<file path="src/verilog/adcr_cfg.svh">
// offsets, field positions, reset values and coefficient codes of the angle dsp register bank
`ifndef ADCR_CFG_SVH
`define ADCR_CFG_SVH
`define ADCR_IDX_COEF2   6'h20
`define ADCR_IDX_COEF3   6'h21
`define ADCR_IDX_AKV_HI  6'h22
`define ADCR_IDX_AKV_LO  6'h23
`define ADCR_IDX_DKV_HI  6'h26
`define ADCR_IDX_DKV_LO  6'h27
`define ADCR_IDX_LPF     6'h2A
`define ADCR_IDX_CTRL    6'h2B
`define ADCR_IDX_STATUS  6'h2C
`define ADCR_RST_VAL     16'h0000
`define ADCR_MASK_FULL   16'hFFFF
`define ADCR_MASK_KV_HI  16'h00FF
`define ADCR_MASK_LPF    16'h003C
`define ADCR_MASK_CTRL   16'h0037
`define ADCR_Q_FRAC      14
`define ADCR_LPF_ANG_LSB 4
`define ADCR_LPF_VEL_LSB 2
`define ADCR_MUX_LSB     4
`define ADCR_DIR_BIT     2
`define ADCR_SKIP_CAL    1
`define ADCR_SKIP_COIL   0
`define ADCR_LPF_K16     8'h10
`define ADCR_LPF_K32     8'h20
`define ADCR_LPF_K64     8'h40
`define ADCR_LPF_K128    8'h80
`define ADCR_SH_K16      3'h4
`define ADCR_SH_K32      3'h5
`define ADCR_SH_K64      3'h6
`define ADCR_SH_K128     3'h7
`endif

</file>
<file path="src/verilog/adcr_pkg.sv">
// types shared by the angle dsp register bank
package adcr_pkg;
   typedef struct packed {
      logic        read;
      logic        write;
      logic [7:0]  address;
      logic [3:0]  byteenable;
      logic [31:0] writedata;
   } adcr_avs_req_type;

   typedef enum logic [1:0] {
      ANG_DELAY_A = 2'b00,
      ANG_DELAY_B = 2'b01,
      ANG_LPF     = 2'b10,
      ANG_ABS     = 2'b11
   } adcr_ang_src_type;

   typedef enum logic [1:0] {
      ST_IDLE    = 2'b00,
      ST_ADC_CAL = 2'b01,
      ST_COIL    = 2'b11,
      ST_DONE    = 2'b10
   } adcr_start_state_type;

   typedef struct packed {
      logic [15:0]      coef2;
      logic [15:0]      coef3;
      logic [23:0]      abs_kv;
      logic [23:0]      delay_kv;
      logic [7:0]       ang_k;
      logic [7:0]       vel_k;
      adcr_ang_src_type ang_src;
      logic             cal_dir;
      logic             skip_cal;
      logic             skip_coil;
   } adcr_cfg_type;
endpackage

</file>
<file path="src/verilog/adcr_regs.sv">
// angle dsp configuration register bank with the datapath taps that it steers
// Function
// - each fine clarke real coefficient is read as signed Q2.14.
// - the coefficient at 0x20 weights filter output 2 and the one at 0x21 weights filter output 3.
// - the absolute velocity coefficient is the low byte of 0x22 above the 16 bits of 0x23.
// - the absolute velocity coefficient multiplies the velocity term of the absolute extrapolation.
// - the delay velocity coefficient is the low byte of 0x26 above the 16 bits of 0x27.
// - the delay velocity coefficient weights the velocity part of the delay extrapolator.
// - the low-pass tuned by 0x2A filters the digitized receiver samples.
// - bits 5:4 of 0x2A pick angle low-pass coefficient 16, 32, 64 or 128.
// - bits 3:2 of 0x2A pick velocity low-pass coefficient 16, 32, 64 or 128.
// - control bits 5:4 pick delay angle for 00 or 01, low-pass angle for 10, absolute angle for 11.
// - control bit 2 makes calibration count up clockwise when 0 and counter-clockwise when 1.
// - control bit 1 set skips the converter calibration at startup.
// - control bit 0 set skips the open-coil check at startup.
// - all bank registers are zero after reset.
//
// Local design decision: the Avalon-MM slave port.
`timescale 1ns/1ps
`include "adcr_cfg.svh"

module adcr_regs #(
   parameter int ANG_W = 24,
   parameter int SMP_W = 16
) (
   input  wire logic                       MCLK_I,
   input  wire logic                       SYS_RST_I,
   input  wire adcr_pkg::adcr_avs_req_type AVS_REQ_I,
   output logic [31:0]                     AVS_READDATA_O,
   output logic                            AVS_WAITREQUEST_O,
   output adcr_pkg::adcr_cfg_type          CFG_O,
   input  wire logic signed [15:0]         FINE_FILT2_I,
   input  wire logic signed [15:0]         FINE_FILT3_I,
   output logic signed [18:0]              CLARKE_RE_O,
   input  wire logic signed [15:0]         VELOCITY_I,
   input  wire logic                       VEL_VALID_I,
   output logic signed [40:0]              ABS_VEL_TERM_O,
   output logic signed [40:0]              DELAY_VEL_TERM_O,
   input  wire logic signed [SMP_W-1:0]    RX_SAMPLE_I,
   input  wire logic                       RX_SAMPLE_VALID_I,
   output logic signed [SMP_W-1:0]         RX_LPF_O,
   output logic signed [SMP_W-1:0]         VEL_LPF_O,
   input  wire logic [ANG_W-1:0]           ANGLE_DELAY_I,
   input  wire logic [ANG_W-1:0]           ANGLE_LPF_I,
   input  wire logic [ANG_W-1:0]           ANGLE_ABS_I,
   output logic [ANG_W-1:0]                ANGLE_O,
   input  wire logic                       POR_START_I,
   input  wire logic                       ADC_CAL_DONE_I,
   input  wire logic                       COIL_CHECK_DONE_I,
   output logic                            ADC_CAL_RUN_O,
   output logic                            COIL_CHECK_RUN_O,
   output logic                            STARTUP_DONE_O
);

   localparam int NREG  = 8;
   localparam int R_C2  = 0;
   localparam int R_C3  = 1;
   localparam int R_AKH = 2;
   localparam int R_AKL = 3;
   localparam int R_DKH = 4;
   localparam int R_DKL = 5;
   localparam int R_LPF = 6;
   localparam int R_CTL = 7;
   localparam int ACC_W = SMP_W + 8;

   localparam logic [5:0] REG_IDX [NREG] = '{
      `ADCR_IDX_COEF2, `ADCR_IDX_COEF3, `ADCR_IDX_AKV_HI, `ADCR_IDX_AKV_LO,
      `ADCR_IDX_DKV_HI, `ADCR_IDX_DKV_LO, `ADCR_IDX_LPF, `ADCR_IDX_CTRL};
   localparam logic [15:0] REG_MASK [NREG] = '{
      `ADCR_MASK_FULL, `ADCR_MASK_FULL, `ADCR_MASK_KV_HI, `ADCR_MASK_FULL,
      `ADCR_MASK_KV_HI, `ADCR_MASK_FULL, `ADCR_MASK_LPF, `ADCR_MASK_CTRL};

   function automatic logic [7:0] lpf_coef(input logic [1:0] sel);
      case (sel)
         2'b00:   lpf_coef = `ADCR_LPF_K16;
         2'b01:   lpf_coef = `ADCR_LPF_K32;
         2'b10:   lpf_coef = `ADCR_LPF_K64;
         default: lpf_coef = `ADCR_LPF_K128;
      endcase
   endfunction

   function automatic logic [2:0] lpf_shift(input logic [1:0] sel);
      case (sel)
         2'b00:   lpf_shift = `ADCR_SH_K16;
         2'b01:   lpf_shift = `ADCR_SH_K32;
         2'b10:   lpf_shift = `ADCR_SH_K64;
         default: lpf_shift = `ADCR_SH_K128;
      endcase
   endfunction

   // ---- avalon slave: one wait state on every access
   logic                                ack;
   logic                                next_ack;
   logic [31:0]                         rdata;
   logic [31:0]                         next_rdata;
   logic                                req;
   logic                                wr_commit;
   logic [5:0]                          acc_idx;
   logic [15:0]                         rd_val;
   logic [15:0]                         status;
   logic [15:0]                         regs [NREG];
   adcr_pkg::adcr_start_state_type      st;
   adcr_pkg::adcr_start_state_type      next_st;

   assign req               = AVS_REQ_I.read | AVS_REQ_I.write;
   assign acc_idx           = AVS_REQ_I.address[7:2];
   assign AVS_WAITREQUEST_O = req & ~ack;
   // a write lands only on the edge where waitrequest is seen low
   assign wr_commit         = AVS_REQ_I.write & ack;
   assign AVS_READDATA_O    = rdata;
   assign status            = {13'h0000, STARTUP_DONE_O, st};

   always_comb begin
      next_ack = req & ~ack;
   end

   always_comb begin
      rd_val = 16'h0000;
      for (int i = 0; i < NREG; i++) begin
         if (acc_idx == REG_IDX[i]) begin
            rd_val = regs[i];
         end
      end
      if (acc_idx == `ADCR_IDX_STATUS) begin
         rd_val = status;
      end
   end

   always_comb begin
      next_rdata = rdata;
      if (AVS_REQ_I.read && !ack) begin
         next_rdata = {16'h0000, rd_val};
      end
   end

   always_ff @(posedge MCLK_I) begin
      if (SYS_RST_I) begin
         ack   <= 1'b0;
         rdata <= 32'h0000_0000;
      end else begin
         ack   <= next_ack;
         rdata <= next_rdata;
      end
   end

   // ---- register file, reserved bits masked on write
   for (genvar g = 0; g < NREG; g++) begin : g_reg
      logic [15:0] q;
      logic [15:0] next_q;

      always_comb begin
         next_q = q;
         if (wr_commit && (acc_idx == REG_IDX[g])) begin
            if (AVS_REQ_I.byteenable[0]) begin
               next_q[7:0] = AVS_REQ_I.writedata[7:0];
            end
            if (AVS_REQ_I.byteenable[1]) begin
               next_q[15:8] = AVS_REQ_I.writedata[15:8];
            end
            next_q = next_q & REG_MASK[g];
         end
      end

      always_ff @(posedge MCLK_I) begin
         if (SYS_RST_I) begin
            q <= `ADCR_RST_VAL;
         end else begin
            q <= next_q;
         end
      end

      assign regs[g] = q;
   end

   // ---- decoded configuration
   always_comb begin
      CFG_O.coef2     = regs[R_C2];
      CFG_O.coef3     = regs[R_C3];
      CFG_O.abs_kv    = {regs[R_AKH][7:0], regs[R_AKL]};
      CFG_O.delay_kv  = {regs[R_DKH][7:0], regs[R_DKL]};
      CFG_O.ang_k     = lpf_coef(regs[R_LPF][`ADCR_LPF_ANG_LSB+:2]);
      CFG_O.vel_k     = lpf_coef(regs[R_LPF][`ADCR_LPF_VEL_LSB+:2]);
      CFG_O.ang_src   = adcr_pkg::adcr_ang_src_type'(regs[R_CTL][`ADCR_MUX_LSB+:2]);
      // the calibration routine reads this level to pick its count direction
      CFG_O.cal_dir   = regs[R_CTL][`ADCR_DIR_BIT];
      CFG_O.skip_cal  = regs[R_CTL][`ADCR_SKIP_CAL];
      CFG_O.skip_coil = regs[R_CTL][`ADCR_SKIP_COIL];
   end

   // ---- clarke real part and velocity terms
   logic signed [31:0] prod2;
   logic signed [31:0] prod3;
   logic signed [32:0] csum;
   logic signed [32:0] cshift;
   logic signed [18:0] next_clarke;
   logic signed [40:0] next_abs_term;
   logic signed [40:0] next_dly_term;

   always_comb begin
      prod2         = FINE_FILT2_I * $signed(CFG_O.coef2);
      prod3         = FINE_FILT3_I * $signed(CFG_O.coef3);
      csum          = 33'(prod2) + 33'(prod3);
      cshift        = csum >>> `ADCR_Q_FRAC;
      next_clarke   = cshift[18:0];
      next_abs_term = $signed({1'b0, CFG_O.abs_kv}) * VELOCITY_I;
      next_dly_term = $signed({1'b0, CFG_O.delay_kv}) * VELOCITY_I;
   end

   always_ff @(posedge MCLK_I) begin
      if (SYS_RST_I) begin
         CLARKE_RE_O      <= 19'sh00000;
         ABS_VEL_TERM_O   <= 41'sh0;
         DELAY_VEL_TERM_O <= 41'sh0;
      end else begin
         CLARKE_RE_O      <= next_clarke;
         ABS_VEL_TERM_O   <= next_abs_term;
         DELAY_VEL_TERM_O <= next_dly_term;
      end
   end

   // ---- first-order low-pass: acc += (x - acc) / k, k a power of two
   // eight guard bits keep small steps from vanishing at k = 128
   logic signed [SMP_W-1:0] lp_in  [2];
   logic                    lp_en  [2];
   logic [2:0]              lp_sh  [2];
   logic signed [SMP_W-1:0] lp_out [2];

   assign lp_in[0] = RX_SAMPLE_I;
   assign lp_in[1] = VELOCITY_I;
   assign lp_en[0] = RX_SAMPLE_VALID_I;
   assign lp_en[1] = VEL_VALID_I;
   assign lp_sh[0] = lpf_shift(regs[R_LPF][`ADCR_LPF_ANG_LSB+:2]);
   assign lp_sh[1] = lpf_shift(regs[R_LPF][`ADCR_LPF_VEL_LSB+:2]);

   for (genvar f = 0; f < 2; f++) begin : g_lpf
      logic signed [ACC_W-1:0] acc;
      logic signed [ACC_W-1:0] next_acc;
      logic signed [ACC_W:0]   diff;
      logic signed [ACC_W:0]   step;

      always_comb begin
         diff     = (ACC_W+1)'($signed({lp_in[f], 8'h00})) - (ACC_W+1)'(acc);
         step     = diff >>> lp_sh[f];
         next_acc = acc;
         if (lp_en[f]) begin
            next_acc = acc + step[ACC_W-1:0];
         end
      end

      always_ff @(posedge MCLK_I) begin
         if (SYS_RST_I) begin
            acc <= '0;
         end else begin
            acc <= next_acc;
         end
      end

      assign lp_out[f] = acc[ACC_W-1 -: SMP_W];
   end

   assign RX_LPF_O  = lp_out[0];
   assign VEL_LPF_O = lp_out[1];

   // ---- angle output source
   logic [ANG_W-1:0] next_angle;

   always_comb begin
      case (CFG_O.ang_src)
         adcr_pkg::ANG_LPF: next_angle = ANGLE_LPF_I;
         adcr_pkg::ANG_ABS: next_angle = ANGLE_ABS_I;
         default:           next_angle = ANGLE_DELAY_I;
      endcase
   end

   always_ff @(posedge MCLK_I) begin
      if (SYS_RST_I) begin
         ANGLE_O <= '0;
      end else begin
         ANGLE_O <= next_angle;
      end
   end

   // ---- startup sequencer; skip bits are sampled when a step would begin,
   // so firmware must set them before raising the start request
   always_comb begin
      next_st = st;
      case (st)
         adcr_pkg::ST_IDLE: begin
            if (POR_START_I) begin
               if (!CFG_O.skip_cal) begin
                  next_st = adcr_pkg::ST_ADC_CAL;
               end else if (!CFG_O.skip_coil) begin
                  next_st = adcr_pkg::ST_COIL;
               end else begin
                  next_st = adcr_pkg::ST_DONE;
               end
            end
         end
         adcr_pkg::ST_ADC_CAL: begin
            if (ADC_CAL_DONE_I) begin
               next_st = CFG_O.skip_coil ? adcr_pkg::ST_DONE : adcr_pkg::ST_COIL;
            end
         end
         adcr_pkg::ST_COIL: begin
            if (COIL_CHECK_DONE_I) begin
               next_st = adcr_pkg::ST_DONE;
            end
         end
         adcr_pkg::ST_DONE: next_st = adcr_pkg::ST_DONE;
         default:           next_st = adcr_pkg::ST_IDLE;
      endcase
   end

   always_ff @(posedge MCLK_I) begin
      if (SYS_RST_I) begin
         st <= adcr_pkg::ST_IDLE;
      end else begin
         st <= next_st;
      end
   end

   assign ADC_CAL_RUN_O    = (st == adcr_pkg::ST_ADC_CAL);
   assign COIL_CHECK_RUN_O = (st == adcr_pkg::ST_COIL);
   assign STARTUP_DONE_O   = (st == adcr_pkg::ST_DONE);
endmodule // adcr_regs

</file>
<file path="config.mk">
export PLATFORM = sky130hd
export DESIGN_NAME = adcr_regs
export DESIGN_NICKNAME = d
export VERILOG_FILES = /design/src/verilog/adcr_pkg.sv /design/src/verilog/adcr_regs.sv
export VERILOG_INCLUDE_DIRS = /design/src /design/src/verilog
export SDC_FILE = /design/constraint.sdc
export NUM_CORES = 2
export LEC_CHECK = 0
export BUFFER_PORTS_ARGS = -buffer_cell sky130_fd_sc_hd__buf_2
export CAP_MARGIN = 20
export CELL_PAD_IN_SITES_DETAIL_PLACEMENT = 1
export CELL_PAD_IN_SITES_GLOBAL_PLACEMENT = 1
export CORE_MARGIN = 2
export CORE_UTILIZATION = 38
export CTS_CLUSTER_SIZE = 25
export DETAILED_ROUTE_END_ITERATION = 8
export PLACE_DENSITY_LB_ADDON = 0.1
export SLEW_MARGIN = 20
export SYNTH_ARGS = -nofsm -noshare
export SYNTH_HDL_FRONTEND = slang
export SYNTH_SLANG_ARGS = --single-unit
</file>
<file path="constraint.sdc">
create_clock -name MCLK_I -period 11.2 [get_ports MCLK_I]
set_clock_uncertainty 0.05 [all_clocks]
set_input_delay 3.36 -clock MCLK_I [delete_from_list [all_inputs] [get_ports MCLK_I]]
set_output_delay 3.36 -clock MCLK_I [all_outputs]
set_load 0.02 [all_outputs]
</file>
# After elaboration in Yosys (flattened, before gate mapping)
# Cells that the tools add are included.
dict set report word_totals {
  reg_bits 281
  input_bits 189
  out_inout_bits 294
}
dict set report classes {
  n_addsub 5
  n_mul 4
  n_eq_ne 21
  shift 2
  mux 20
  bitwise 4
  n_reduce_logical 26
}
# cell count
set ops {}
lappend ops {{16-bit two-way mux} 9}
lappend ops {{25-bit by 16-bit multiplier with 41-bit output} 2}
lappend ops {{16-bit by 16-bit multiplier with 32-bit output} 2}
lappend ops {{6-bit == test, second input constant} 9}
lappend ops {{25-bit by 3-bit >>> shifter with 24-bit output} 2}
lappend ops {{24-bit by 24-bit subtractor with 25-bit output} 2}
lappend ops {{24-bit adder} 2}
lappend ops {{24-bit case mux with 2 select lines} 1}
lappend ops {{8-bit case mux with 3 select lines} 2}
lappend ops {{32-bit by 32-bit adder with 33-bit output} 1}
lappend ops {{2-bit AND reduction} 12}
lappend ops {{2-bit == test, second input constant} 6}
lappend ops {{2-bit case mux with 3 select lines} 2}
lappend ops {{1-bit logical AND} 9}
lappend ops {{2-bit two-way mux} 4}
lappend ops {{2-bit case mux with 4 select lines} 1}
lappend ops {{2-bit by 1-bit == test with 1-bit output, second input constant} 3}
lappend ops {{2-bit zero test} 3}
lappend ops {{2-bit != test, second input constant} 3}
lappend ops {{3-bit AND reduction} 1}
lappend ops {{1-bit bitwise AND} 2}
lappend ops {{1-bit zero test} 1}
lappend ops {{1-bit two-way mux} 1}
lappend ops {{1-bit NOT} 1}
lappend ops {{1-bit bitwise OR} 1}

# Logic depth before layout (Yosys ltp)
dict set report logic_depth {
  word_depth 10
  mapped_depth 29
  depth_no_buf 28
}

# Least setup slack after synthesis
# Ideal clock, no wire load.
dict set report synth_path {
  kind {input -> register}
  startpoint {input FINE_FILT3_I[15]}
  endpoint {register CLARKE_RE_O[18]}
  arrival_ns 10.164
  setup_slack_ns 0.859
  path_stages 24
  n_path_buf 1
  path_cell_list {clkbuf_1 -> nand2_1 -> fa_1 -> inv_1 -> fa_1 -> inv_1 -> fa_1 -> inv_1 -> fa_1 -> fa_1 -> fa_1 -> fa_1 -> inv_1 -> fa_1 -> inv_1 -> ha_1 -> and3_1 -> a221o_1 -> a21oi_1 -> nor3b_1 -> a211oi_2 -> a311o_1 -> xnor2_1 -> nor2_1}
}
dict set report synth_via {
  elab_chain_len 2
}
# element line
set synth_rtl {}
lappend synth_rtl {{from (decl)} adcr_regs.sv:33} ;# input wire logic signed [15:0] FINE_FILT3_I,
lappend synth_rtl {{16-bit by 16-bit multiplier with 32-bit output} adcr_regs.sv:201} ;# prod3 = FINE_FILT3_I * $signed(CFG_O.coef3);
lappend synth_rtl {{32-bit by 32-bit adder with 33-bit output} adcr_regs.sv:202} ;# csum = 33'(prod2) + 33'(prod3);
lappend synth_rtl {{to (signal assigned)} adcr_regs.sv:215} ;# CLARKE_RE_O <= next_clarke;
lappend synth_rtl {{to (decl)} adcr_regs.sv:34} ;# output logic signed [18:0] CLARKE_RE_O,
# No other way between the ends.
# A chain may end at the register's enable or synchronous reset.

# Final worst setup path
dict set report layout_path {
  startpoint {input FINE_FILT2_I[6]}
  endpoint {register CLARKE_RE_O[13]}
}
dict set report layout_via {
  elab_chain_len 2
}
# element line
set layout_rtl {}
lappend layout_rtl {{from (decl)} adcr_regs.sv:32} ;# input wire logic signed [15:0] FINE_FILT2_I,
lappend layout_rtl {{16-bit by 16-bit multiplier with 32-bit output} adcr_regs.sv:200} ;# prod2 = FINE_FILT2_I * $signed(CFG_O.coef2);
lappend layout_rtl {{32-bit by 32-bit adder with 33-bit output} adcr_regs.sv:202}
# No other way between the ends.

==> impl_metrics.env <==
export IMPL_synth_avg_cell_area_sq_um=8.83
export IMPL_grt_setup_unrepaired="no"
export IMPL_synthArstFlopShare_pct=0
export IMPL_wl_um=199000
export IMPL_die_area_sq_um=161000
export IMPL_vdd_drop_max_v=0.000103
export IMPL_cts_buffers=42
export IMPL_ctsResizeCount=0
export IMPL_syn_to_final_growth_pct=10.3
export IMPL_final_max_slew_viol_count=0
export IMPL_maxCapViolCount=0
export IMPL_portBuffers=438
export IMPL_post_route_min_period_ns=10.55
export IMPL_antenna_found_initial=32
export IMPL_die_w_um=401
export IMPL_core_sq_um=156000
export IMPL_power_density_nw_per_um2=80.7
export IMPL_final_nets=8931
export IMPL_start_util_pct=38.3
export IMPL_syn_area_sq_um=59800
export IMPL_drive_gt1_share_pct=10.7
export IMPL_final_hold_violation_count=0
export IMPL_path_class="in -> reg"
export IMPL_reg2reg_depth=27
export IMPL_cts_sinks=281
export IMPL_synth_compound_area_share_pct=7.08
export IMPL_start_kind="primary input"
export IMPL_ys_seq_area_share_pct=9.41
export IMPL_clk_pin_slew_ns=0.06
export IMPL_worstPathArrival_ns=10.99
export IMPL_hold_buffers=0
export IMPL_place_area_sq_um=64300
export IMPL_cts_max_level=2
export IMPL_cp_required_ns=11.64
export IMPL_viasPerCell=5.07
export IMPL_fp_dieH_um=401
export IMPL_dr_first_iter_drc_count=2186
export IMPL_synth_top_family_by_area="adder cells"
export IMPL_fin_area_sq_um=65900
export IMPL_nFillCells=18400
export IMPL_post_cts_setup_buffers=0
export IMPL_route_detailed_drc=0
export IMPL_ant_nets=0
export IMPL_grt_max_degree=114
export IMPL_hold_class="reg -> reg"
export IMPL_drtPass1Iterations=6
export IMPL_synth_fa_ha_area_share_pct=50.5
export IMPL_status="completed"
export IMPL_synthCells=6767
export IMPL_synth_seq_cells=281
export IMPL_fmax_mhz=94.8
export IMPL_slew_headroom_pct=21.9
export IMPL_grt_pass1_wl_um=314000
export IMPL_clock_latency_ns=0.67
export IMPL_gp_congestion=0.869
export IMPL_clockRootBuffer="clkbuf_16"
export IMPL_stdcell_count=9148
export IMPL_fp_row_count=145
export IMPL_power_leakage_nw=32.7
export IMPL_grt_ovfl_total=0
export IMPL_synth_simple_gate_area_share_pct=16.3
export IMPL_cp_end_kind="flop"
export IMPL_yosysWarningCount=0
export IMPL_synth_mux_area_fraction_pct=2.81
export IMPL_clockBufferDepth=3
export IMPL_whs_path_depth=2
export IMPL_first_global_vias=52300
export IMPL_ios=483
export IMPL_period_share_pct=94.2
export IMPL_cts_tree="done"
export IMPL_synth_xor_area_share_pct=2.34
export IMPL_dp_cells=9060
export IMPL_synth_edf_count=0
export IMPL_worst_pin_slew_ns=1.17
export IMPL_vias=46400
export IMPL_crit_fanout=9
export IMPL_synth_cell_types=84
export IMPL_yosys_most_used_dff="dfxtp_1"
export IMPL_hpwl_um=163000
export IMPL_setup_viol=0
export IMPL_post_drt_wl_per_cell_um=21.7
export IMPL_grt_usage_pct=25.4
-- Yosys cell counts (18+ instances only) --
library cell  number  area share (%)
and2_1           517             5.4
mux2_2            22            0.41
nand3_1           54            0.45
o21bai_1          19            0.24
nor3_1            50            0.42
nor2_1           356             2.2
a21o_1            82             1.0
o21ai_0          113            0.95
nor2b_1           45            0.47
clkbuf_1         326             2.0
a21oi_1          185             1.5
dfxtp_1          281             9.4
inv_1           1380             8.7
ha_1             499              10
a211oi_1          51            0.64
mux2i_1          143             2.4
xor2_1            61            0.89
a22oi_1           24            0.30
buf_4             56            0.70
xnor2_1           99             1.5
fa_1            1197              40
a31oi_1           18            0.19
nand2b_1          74            0.77
nand2_1          868             5.5
-- metal layers --
layer / track usage [%] / share of wire, % / vias to the layer above
li1: - / - / 21000
met1: 33.9 / 44 / 24300
met2: 43.1 / 48 / 891
met3: 5.38 / 6.3 / 168
met4: 3.77 / 1.5 / 26
met5: 0 / 0.079 / -
-- report_power, final --
| part | total, mW | switching [mW] | internal (mW) |
|---|---|---|---|
| logic | 2.56 | 1.52 | 1.04 |
| registers | 1.19 | 0.106 | 1.09 |
| clock network | 1.57 | 0.614 | 0.953 |
-- worst paths after layout --
| kind | from | end | slack [ns] |
|---|---|---|---|
| min | AVS_READDATA_O[3]$_SDFFE_PP0P_ | AVS_READDATA_O[3]$_SDFFE_PP0P_ | 0.41 |
| min reg2reg | AVS_READDATA_O[3]$_SDFFE_PP0P_ | AVS_READDATA_O[3]$_SDFFE_PP0P_ | 0.41 |
| max | FINE_FILT2_I[6] | CLARKE_RE_O[13]$_SDFF_PP0_ | 0.65 |
| max reg2reg | g_reg[0].q[13]$_SDFFE_PP0P_ | CLARKE_RE_O[13]$_SDFF_PP0_ | 2.68 |
-- final cells by class --
type                            count  area, sq um  share of cell area [%]
Antenna cell                       10         25.0                  0.0379
Clock buffer                       56         1170                    1.78
Clock inverter                     22          413                   0.626
Inverter                         1380         5180                    7.85
Multi-Input combinational cell   4732        47400                    71.8
Sequential cell                   281         5630                    8.54
Tap cell                         2058         2570                    3.90
Timing Repair Buffer              609         3570                    5.42
-- critical path, cell delays in order --
cell and delay, ns:
buf_2 0.19, and2_1 0.22, fa_1 0.52, fa_1 0.60
inv_1 0.08, fa_1 0.54, inv_1 0.06, fa_1 0.49
fa_1 0.58, fa_1 0.43, fa_1 0.50, inv_1 0.05
fa_1 0.47, inv_1 0.04, ha_1 0.31, nand2_1 0.10
o211ai_1 0.19, a211oi_1 0.07, buf_4 0.17, nor3_1 0.36
o31a_1 0.25, o2111ai_1 0.18, buf_4 0.19, a211oi_2 0.52
buf_4 0.22, nor2_1 0.05, xor2_1 0.18, nor2_1 0.05
-- stage by stage --
| step | setup TNS (ns) | util (%) | power (mW) | hold slack [ns] | setup WS, ns |
|---|---|---|---|---|---|
| finish | 0 | 42.2 | 5.32 | 0.415 | 0.652 |
| global route | 0 | 42.2 | 5.74 | 0.434 | 0.194 |
| CTS | 0 | 42.2 | 5.39 | 0.417 | 0.656 |
| detailed placement | -0.0170 | 41.2 | 3.77 | 0.407 | -0.0170 |
| global placement | 0 | 41.2 | 3.71 | 0.392 | 0.0464 |
| floorplan | 0 | - | 3.14 | 0.421 | 0.859 |
-- kinds of logic after synthesis --
family          count (synthesis)
flops                         281
buf+inv                      1777
simple gates                 2054
xor+xnor                      160
compound gates                633
mux                           165
fa+ha+maj                    1696
other cells                     1
-- registers in the layout, summed over array words and instances, names as in the netlist --
name and cells:
ANGLE_O 24, CLARKE_RE_O 19, ABS_VEL_TERM_O 41, ack 1, g.q 89, DELAY_VEL_TERM_O 41, g_lpf.acc 48, AVS_READDATA_O 16
st 2
-- cells in the final DEF, fill, tap and decap left out, drive strengths merged, types with 24 or more instances in the layout --
cell type	instances
a22oi	24
nor3	52
xnor2	99
nor2b	45
nor2	356
mux2i	143
a211oi	53
ha	499
dfxtp	281
xor2	61
nand2	868
nand2b	74
clkbuf	56
buf	609
inv	1382
fa	1197
o21ai	120
a21oi	188
nand3	54
a21o	82
and2	517
conb	24
(Power assumes the default switching activity.)
